[src/core/pfsk_pkg.sv]
// Notes on behaviour
// - While the reset pin is high, in stop mode or not, an interrupt pin delivers its level whenever input is enabled.
// - Port H bit 3 (debug enable) is input with pull-up while reset pin is low.
// - Port I bit 0 is input with pull-up while reset pin is low.
// - Port J bit 0 (boot select) is input with pull-up while reset pin is low.
// - Port J bit 5 is input only, without output, pull or open-drain bits.
// - Reset-disabled pulls are forced off for the whole reset period.
// - The stop-retaining bidirectional pin type has its pull-up forced on and its pull-down forced off during reset.
// - LCD output pins keep driving in stop mode; their pulls are off in reset.
// - Port H select 1: serial 0 tx, rx, clock, serial 1 tx, rx, clock.
// - Port H select 2: infrared and clear-to-send pins; select 3: 16-bit timer outputs.
// - Port I select 1: serial 2, timer-B ch0 capture, serial 30.
// - Port I select 2: infrared 2, clear-to-send 2 and 30; select 3: timers 2 and 5.
// - Port J select 1: two-wire, serial clock, RTC out, timer 3, capture ch1.
// - Port J select 2: interrupt 1, system clock out, low-speed clock input.
// - Bits 31..8 and unimplemented bits read zero; writes to them do nothing.
package pfsk_pkg;

    localparam int NPORT = 5;
    localparam int NKIND = 9;
    localparam int NFUNC = 3;
    localparam int ADDR_W = 9;
    localparam int DATA_W = 32;

    // ----------------------------------------------------------------
    // Register kinds and offsets
    // ----------------------------------------------------------------
    typedef enum logic [3:0] {
        PFSK_DATA, PFSK_CR, PFSK_FR1, PFSK_FR2, PFSK_FR3,
        PFSK_OD, PFSK_PUP, PFSK_PDN, PFSK_IE, PFSK_NONE
    } pfsk_kind_t;

    localparam logic [5:0] OFS_DATA = 6'h00;
    localparam logic [5:0] OFS_CR = 6'h04;
    localparam logic [5:0] OFS_FR1 = 6'h08;
    localparam logic [5:0] OFS_FR2 = 6'h0c;
    localparam logic [5:0] OFS_FR3 = 6'h10;
    localparam logic [5:0] OFS_OD = 6'h28;
    localparam logic [5:0] OFS_PUP = 6'h2c;
    localparam logic [5:0] OFS_PDN = 6'h30;
    localparam logic [5:0] OFS_IE = 6'h38;

    // Port number sits above the 64-byte register group of each port
    localparam int PORT_LSB = 6;
    localparam logic [7:0] REG_RESET = 8'h00;

    // ----------------------------------------------------------------
    // Implemented bits, port order G, H, I, J, K
    // ----------------------------------------------------------------
    localparam logic [7:0] PIN_MASK [NPORT] = '{8'h01, 8'h3f, 8'h7f, 8'h3f, 8'h03};
    localparam logic [7:0] CTL_MASK [NPORT] = '{8'h01, 8'h3f, 8'h7f, 8'h1f, 8'h03};
    localparam logic [7:0] FR_MASK [NPORT][NFUNC] = '{
        '{8'h01, 8'h01, 8'h00}, '{8'h3f, 8'h2d, 8'h24}, '{8'h7f, 8'h45, 8'h44},
        '{8'h3f, 8'h34, 8'h00}, '{8'h03, 8'h00, 8'h00}};
    // Selected functions that drive the pin; the rest take the pin level
    localparam logic [7:0] OUT_FUNC [NPORT][NFUNC] = '{
        '{8'h01, 8'h00, 8'h00}, '{8'h2d, 8'h09, 8'h24}, '{8'h55, 8'h01, 8'h44},
        '{8'h1f, 8'h10, 8'h00}, '{8'h02, 8'h00, 8'h00}};

    // ----------------------------------------------------------------
    // Pin types
    // ----------------------------------------------------------------
    localparam logic [7:0] IRQ_TYPE [NPORT] = '{8'h01, 8'h00, 8'h00, 8'h04, 8'h01};
    localparam logic [7:0] RETAIN_TYPE [NPORT] = '{8'h00, 8'h08, 8'h01, 8'h01, 8'h00};
    localparam logic [7:0] LCD_TYPE [NPORT] = '{8'h00, 8'h00, 8'h00, 8'h00, 8'h00};

endpackage

[src/core/pfsk_port_ctrl.sv]
`timescale 1ns/1ps
`default_nettype none
module pfsk_port_ctrl (
    // Clock and reset
    input wire logic core_clk,
    input wire logic rst,
    // Register port
    input wire logic [pfsk_pkg::ADDR_W-1:0] reg_addr,
    input wire logic [pfsk_pkg::DATA_W-1:0] reg_wdata,
    input wire logic reg_wr,
    input wire logic reg_rd,
    output logic [pfsk_pkg::DATA_W-1:0] reg_rdata,
    // System state
    input wire logic reset_pin_n,
    input wire logic stop_mode,
    // Pads, index [port][bit], port 0 is G
    input wire logic [pfsk_pkg::NPORT-1:0][7:0] pad_in,
    output logic [pfsk_pkg::NPORT-1:0][7:0] pad_out,
    output logic [pfsk_pkg::NPORT-1:0][7:0] pad_oe_n,
    output logic [pfsk_pkg::NPORT-1:0][7:0] pad_pull_up,
    output logic [pfsk_pkg::NPORT-1:0][7:0] pad_pull_down,
    // Peripheral side, index [function register][port][bit]
    input wire logic [pfsk_pkg::NFUNC-1:0][pfsk_pkg::NPORT-1:0][7:0] func_out,
    output logic [pfsk_pkg::NFUNC-1:0][pfsk_pkg::NPORT-1:0][7:0] func_in,
    // Interrupt and strap levels
    output logic ext_irq_1,
    output logic ext_irq_2,
    output logic ext_irq_3,
    output logic debug_enable_n
);
    import pfsk_pkg::*;

    // ----------------------------------------------------------------
    // Address decode
    // ----------------------------------------------------------------
    function automatic pfsk_kind_t decode_kind(input logic [5:0] ofs);
        pfsk_kind_t k;
        k = PFSK_NONE;
        case (ofs)
            OFS_DATA: k = PFSK_DATA;
            OFS_CR: k = PFSK_CR;
            OFS_FR1: k = PFSK_FR1;
            OFS_FR2: k = PFSK_FR2;
            OFS_FR3: k = PFSK_FR3;
            OFS_OD: k = PFSK_OD;
            OFS_PUP: k = PFSK_PUP;
            OFS_PDN: k = PFSK_PDN;
            OFS_IE: k = PFSK_IE;
            default: k = PFSK_NONE;
        endcase
        return k;
    endfunction

    function automatic logic [7:0] reg_mask(input int p, input int k);
        logic [7:0] m;
        m = CTL_MASK[p];
        if (k == int'(PFSK_DATA) || k == int'(PFSK_IE)) begin
            m = PIN_MASK[p];
        end else if (k == int'(PFSK_FR1)) begin
            m = FR_MASK[p][0];
        end else if (k == int'(PFSK_FR2)) begin
            m = FR_MASK[p][1];
        end else if (k == int'(PFSK_FR3)) begin
            m = FR_MASK[p][2];
        end
        return m;
    endfunction

    logic [2:0] port_sel;
    logic port_ok;
    pfsk_kind_t wr_kind;
    pfsk_kind_t rd_kind;
    logic in_reset;

    assign port_sel = reg_addr[PORT_LSB+2:PORT_LSB];
    assign port_ok = (reg_addr[ADDR_W-1:PORT_LSB] < 3'(NPORT));
    assign wr_kind = decode_kind(reg_addr[5:0]);
    assign rd_kind = decode_kind(reg_addr[5:0]);
    assign in_reset = rst | ~reset_pin_n;

    // ----------------------------------------------------------------
    // Register storage
    // ----------------------------------------------------------------
    logic [7:0] regs [NPORT][NKIND];
    logic [NPORT-1:0][7:0] in_lvl;
    logic [NPORT-1:0][7:0] data_view;

    for (genvar p = 0; p < NPORT; p++) begin : g_reg_p
        for (genvar k = 0; k < NKIND; k++) begin : g_reg_k
            logic hit;
            assign hit = reg_wr && port_ok && (port_sel == 3'(p))
                && (wr_kind == pfsk_kind_t'(k));
            always_ff @(posedge core_clk or posedge rst) begin
                if (rst) begin
                    regs[p][k] <= REG_RESET;
                end else if (hit) begin
                    regs[p][k] <= reg_wdata[7:0] & reg_mask(p, k);
                end
            end
        end
        // Input level where enabled, written value where driven with input disabled
        assign data_view[p] = (in_lvl[p] | (~regs[p][PFSK_IE] & regs[p][PFSK_CR]
            & regs[p][PFSK_DATA])) & PIN_MASK[p];
    end

    // ----------------------------------------------------------------
    // Read path
    // ----------------------------------------------------------------
    logic [7:0] rd_byte;
    logic [DATA_W-1:0] next_rdata;

    always_comb begin
        rd_byte = 8'h00;
        if (port_ok && rd_kind == PFSK_DATA) begin
            rd_byte = data_view[port_sel];
        end else if (port_ok && rd_kind != PFSK_NONE) begin
            rd_byte = regs[port_sel][rd_kind];
        end
    end

    assign next_rdata = {24'h000000, rd_byte};

    always_ff @(posedge core_clk or posedge rst) begin
        if (rst) begin
            reg_rdata <= 32'h00000000;
        end else if (reg_rd) begin
            reg_rdata <= next_rdata;
        end else begin
            reg_rdata <= 32'h00000000;
        end
    end

    // ----------------------------------------------------------------
    // Per-pin routing
    // ----------------------------------------------------------------
    for (genvar p = 0; p < NPORT; p++) begin : g_pin_p
        for (genvar b = 0; b < 8; b++) begin : g_pin_b
            logic s1, s2, s3, o1, o2, o3;
            logic out_val, od, drive, keep_out, keep_in, ie_eff, in_ok;

            // Lowest function register wins
            assign s1 = regs[p][PFSK_FR1][b];
            assign s2 = regs[p][PFSK_FR2][b] & ~s1;
            assign s3 = regs[p][PFSK_FR3][b] & ~s1 & ~s2;
            assign o1 = s1 & OUT_FUNC[p][0][b];
            assign o2 = s2 & OUT_FUNC[p][1][b];
            assign o3 = s3 & OUT_FUNC[p][2][b];
            assign out_val = o1 ? func_out[0][p][b] :
                o2 ? func_out[1][p][b] :
                o3 ? func_out[2][p][b] : regs[p][PFSK_DATA][b];

            // Stop-mode retention classes
            assign keep_out = RETAIN_TYPE[p][b] | LCD_TYPE[p][b];
            assign keep_in = RETAIN_TYPE[p][b] | IRQ_TYPE[p][b];

            assign od = regs[p][PFSK_OD][b];
            assign drive = regs[p][PFSK_CR][b] & ~in_reset & (~stop_mode | keep_out);
            assign pad_out[p][b] = out_val & ~od;
            assign pad_oe_n[p][b] = ~(drive & ~(od & out_val));

            // Strap pins are inputs with pull-up while the reset pin is low
            assign ie_eff = in_reset ? RETAIN_TYPE[p][b] : regs[p][PFSK_IE][b];
            assign in_ok = ie_eff & (~stop_mode | keep_in);
            assign in_lvl[p][b] = pad_in[p][b] & in_ok;

            assign func_in[0][p][b] = in_lvl[p][b] & s1 & ~OUT_FUNC[p][0][b];
            assign func_in[1][p][b] = in_lvl[p][b] & s2 & ~OUT_FUNC[p][1][b];
            assign func_in[2][p][b] = in_lvl[p][b] & s3 & ~OUT_FUNC[p][2][b];

            // Pulls forced during reset by pin type
            assign pad_pull_up[p][b] = in_reset ? RETAIN_TYPE[p][b] : regs[p][PFSK_PUP][b];
            assign pad_pull_down[p][b] = in_reset ? 1'b0 : regs[p][PFSK_PDN][b];
        end
    end

    // ----------------------------------------------------------------
    // Interrupt levels ignore the function select
    // ----------------------------------------------------------------
    assign ext_irq_2 = in_lvl[0][0];
    assign ext_irq_1 = in_lvl[3][2];
    assign ext_irq_3 = in_lvl[4][0];
    assign debug_enable_n = pad_in[1][3];

    logic [7:0] free_pulls;
    always_comb begin
        free_pulls = 8'h00;
        for (int p = 0; p < NPORT; p++) begin
            free_pulls = free_pulls | ((pad_pull_up[p] | pad_pull_down[p]) & ~RETAIN_TYPE[p]);
        end
    end

    // ----------------------------------------------------------------
    // Per-pin checks
    // ----------------------------------------------------------------
    for (genvar p = 0; p < NPORT; p++) begin : g_chk_p

        for (genvar b = 0; b < 8; b++) begin : g_chk_b

        end
    end
endmodule
`default_nettype wire

[config.mk]
export PLATFORM = sky130hd
export DESIGN_NAME = pfsk_port_ctrl
export DESIGN_NICKNAME = d
export VERILOG_FILES = /design/src/core/pfsk_pkg.sv /design/src/core/pfsk_port_ctrl.sv
export SDC_FILE = /design/constraint.sdc
export NUM_CORES = 1
export LEC_CHECK = 0
export BUFFER_PORTS_ARGS = -buffer_cell sky130_fd_sc_hd__buf_2
export CAP_MARGIN = 20
export CORE_AREA = 2 2 204 206
export DETAILED_ROUTE_END_ITERATION = 16
export DIE_AREA = 0 0 206 208
export GPL_ROUTABILITY_DRIVEN = 0
export GPL_TIMING_DRIVEN = 1
export HOLD_SLACK_MARGIN = 0.02
export PLACE_DENSITY = 0.59
export SLEW_MARGIN = 10
export SYNTH_ARGS = -nofsm -noshare
export SYNTH_HDL_FRONTEND = slang
export SYNTH_SLANG_ARGS = --single-unit
[constraint.sdc]
create_clock -name core_clk -period 5.9 [get_ports core_clk]
set_clock_uncertainty 0.2 [all_clocks]
set_input_delay 0.295 -clock core_clk [delete_from_list [all_inputs] [get_ports core_clk]]
set_output_delay 0.295 -clock core_clk [all_outputs]
set_load 0.02 [all_outputs]
Word-level counts from Yosys, hierarchy flattened
Cells that the tools add are included.

word-level totals
  register bits after elaboration = 197
  input port bits = 207
  output and inout bits = 316
  logic and storage cells = 495

cells by class
  order comparisons = 4
  eq/ne operators = 21
  mux-type cells = 99
  bitwise logic cells = 277
  reduce and logical (&&, ||, !) cells = 52

operators by type and width
  operator            number
  $bmux 72 s3         1
  $and 1x1->1         175
  $mux 72             2
  $mux 1              87
  $not 1->1           82
  $logic_and 1x1->1   49
  $mux 8              6
  $pmux 4 s9          1
  $bmux 8 s4          1
  $bmux 8 s3          1
  $eq 6x6->1 const B  4
  $and 6x6->6         3
  $eq 4x3->1 const B  4
  $and 7x7->7         2
  $eq 6x4->1 const B  2
  $not 6->6           2
  $or 6x6->6          2
  $eq 4x2->1 const B  2
  $not 7->7           1
  $or 7x7->7          1
  $and 6x5->6         1
  $eq 3x2->1 const B  2
  $eq 6x3->1 const B  1
  $eq 6x5->1 const B  1
  18 further kinds    20

Depth between registers and ports, before layout
  depth in word-level cells = 10
  mapped depth = 10
  gate-level depth less buffers = 7

Worst setup path after synthesis
OpenSTA, ideal clock, no wires.

  kind = input -> output
  start point = input port rst
  end point = output port func_in[50] in the netlist's numbering
  arrival time = 1.932 ns
  data required time = 5.405 ns
  setup slack = 3.473 ns
  stages on the path = 7
  buffers on the path = 3
  cell sequence = nand2b_1 -> nor2_1 -> clkbuf_1 -> clkbuf_1 -> buf_2 -> nand2_1 -> nor3_1

RTL lines
  what             RTL line              source
  start, declared  pfsk_port_ctrl.sv:6   input wire logic rst,
  end, declared    pfsk_port_ctrl.sv:24  output logic [pfsk_pkg::NFUNC-1:0][pfsk_pkg::NPORT-1:0][7:0] func_in,

==> results.py <==
metrics = {
    "status": {
        "status": "completed",
    },
    "hold_path": {
        "hold_class": "input pin to register",
    },
    "sta": {
        "maxSlewHeadroom_pct": 30.5,
        "max_freq_mhz": 276,
        "fin_crit_ns": 3.62,
        "rsz0062_at_grt": "false",
        "worst_slew_pin_slew_ns": 1.04,
        "finalHoldViolations": 0,
        "setup_viol": 0,
        "setup_tns_ns": 0,
        "layout_worst_path_cycle_share_pct": 61.3,
        "maxSlewViolCount": 0,
    },
    "global_route": {
        "grt_usage_pct": 18.4,
        "antenna_found_initial": 8,
        "grt_max_degree": 80,
        "grt_pass1_vias": 8464,
        "grt_pass1_wl_um": 57600,
        "grt_overflow_total": 0,
    },
    "cts": {
        "numClockSinks": 172,
        "clk_latency_ns": 0.45,
        "cts-resized-gates": 0,
        "postCtsSetupRepairBufs": 0,
        "cts_buffers": 17,
        "ctsRootBufferMaster": "clkbuf_16",
        "cts_tree": "yes",
        "cts_max_path_buffers": 2,
        "cts_max_level": 4,
        "clk_pin_slew_worst_paths_ns": 0.07,
    },
    "logic_synthesis": {
        "ys.flop_type": "dfrtp_1",
        "netlist_area_um2": 11300,
        "synthTopCellsByCount": "211 x buf_4, 172 x dfrtp_1, 151 x mux2_2",
        "synth.distinct_cells": 63,
        "yosysSeqAreaShare_pct": 38.0,
        "postSynth.asyncResetShare_pct": 100,
        "synth_area_leader_cell": "dfrtp_1",
        "synth_top_area_share_pct": 38.0,
        "synth.area.top_cells": "dfrtp_1 38%, mux2_2 15%, buf_4 14%",
        "ys.warnings.count": 0,
        "yosys_register_bits": 172,
        "synthCells": 1170,
        "syn_avg_cell_area_um2": 9.68,
        "synth_edf_count": 0,
        "synth.most_common_cell": "buf_4",
    },
    "worst_setup_path": {
        "path_cells": "dlygate4sd3_1 > buf_2 > nand2b_1 > nor2_4 > buf_4 > nand3_1 > nor2_1 > buf_2",
        "arrival_ns": 3.12,
        "slowest_stage": "nor2_4",
        "setup.worst_path.class": "input pin to output pin",
        "crit_path_frequent_cell": "buf_2",
        "cp_top_family": "simple AND/OR/NAND/NOR gates",
        "path_max_fanout": 25,
        "cp-start-kind": "input pin",
        "max_stage_delay_ns": 0.77,
        "cp_num_buf_inv": 4,
        "critPathCaptureType": "output pin",
        "required_ns": 5.41,
    },
    "cells_and_area": {
        "syn2layout_area_growth_pct": 11.6,
        "drive_gt1_share_pct": 29.4,
        "fin_area_um2": 12600,
        "num-nets-final": 1525,
    },
    "route": {
        "wire_per_inst_um": 21.6,
        "drtPass1Iterations": 5,
        "viasPerCell": 4.92,
        "vias": 9179,
        "drt-initial-drc-count": 873,
        "route.detailed.drc": 0,
        "ant_nets": 0,
        "wl_um": 40300,
    },
    "placed_design": {
        "dpl_cell_area_um2": 11900,
        "dp_hpwl_um": 29700,
        "port_buffers": 176,
    },
    "job": {
        "drv_cap": 0,
    },
    "floorplanning": {
        "dieArea_um2": 42800,
        "rows": 74,
        "start_util_pct": 27.9,
        "die-width_um": 206,
        "core_region_area_um2": 40600,
        "fp.dieH_um": 208,
        "ios": 523,
    },
    "power": {
        "power.leakage_nw": 6.24,
        "powerDensity_nw_per_um2": 229,
        "irDropWorstVdd_mv": 0.214,
    },
}
[final timing paths]
check,cells past startpoint,end,from,slack [ns]
min in group asynchronous,3,regs[138],rst,0.23
setup / recovery,8,func_in[21],rst,2.28
setup reg to reg,6,reg_rdata[1],regs[201],3.70
hold reg to reg,1,regs[166],regs[166],0.31
max in group asynchronous,4,regs[155],rst,4.15
hold / removal,3,reg_rdata[3],pad_in[19],0.06
[layer usage]
layer	GRT usage [%]	part of all wire, %	vias up
met5	0	0.12	-
met4	6.43	3.4	8
met3	4.26	8.6	103
met2	30.1	48	561
met1	23.7	40	4510
li1	-	-	3997
[kinds of logic after synthesis]
family,synth area share [%]
flops,38.0
buf+inv,16.9
simple gates,13.8
other cells,0.0663
compound gates,10.6
mux,20.5
xor+xnor,0.155
[repair_timing]
item                                    CTS  global route
hold endpoints to repair                 47             0
hold buffers                              3             0
endpoints found under the setup margin    0             0
[tightest hold or removal path, cell delays in order]
cell     delay, ns
buf_2         0.10
a31oi_1       0.08
o21ai_1       0.19
[flip-flops by register name, summed over array words and instances, names as in the netlist]
name	flops
reg_rdata	7
g_pin_p.g_pin_b.s1	7
g_pin_p.g_pin_b.o1	15
g_pin_p.g_pin_b.od	21
g_pin_p.g_pin_b.out_val	7
regs	115
[cells in the final DEF (no fill, tap or decap), types with 10 or more instances in the layout]
master     synthesis  final
nor2_1            66     65
nor3_1            10     10
a221oi_1          15     15
dfrtp_1          172    172
a22oi_1           11     11
o211ai_1          22     22
a21oi_1           34     34
mux2_2           151    151
mux2_1            10     10
nand2_1           99     99
buf_4            211     12
mux2i_1           40     40
buf_2             15    176
clkbuf_16          0     17
a31oi_1           11     11
conb_1             2    206
o21ai_0           52     52
inv_1             23     22
nand3_1           28     28
nor2b_1           20     18
and2_1            44     44
[final cells by class]
cell class                 instances  area (um^2)
fill                            4199        27900
multi-input combinational        911         5900
clock inverter                    13          201
antenna                            3         7.51
tap                              532          666
inverter                          24         95.1
clock buffer                      19          443
timing repair buffer             192         1030
sequential                       172         4300
[through the flow]
| stage | power (mW) | hold slack, ns | setup WS [ns] | std cells | util [%] |
|---|---|---|---|---|---|
| 4_1_cts | 2.90 | 0.0489 | 2.27 | 1862 | 31.1 |
| 2_1_floorplan | 1.64 | 0.212 | 0.745 | 1374 | - |
| 5_1_grt | 2.99 | 0.0614 | 2.23 | 1863 | 31.2 |
| 3_5_place_dp | 1.64 | 0.151 | 2.53 | 1827 | 29.4 |
| 3_3_place_gp | 1.64 | 0.138 | 2.56 | 1827 | 29.4 |
| 6_report | 2.89 | 0.0622 | 2.28 | 1866 | 31.2 |
[report_power, final]
group,internal (mW),total [mW],switching [mW]
clock network,0.733,1.26,0.528
registers,1.21,1.24,0.0323
logic,0.0920,0.388,0.296
total,2.04,2.89,0.857
No activity file was read; power rests on OpenSTA's default activity.
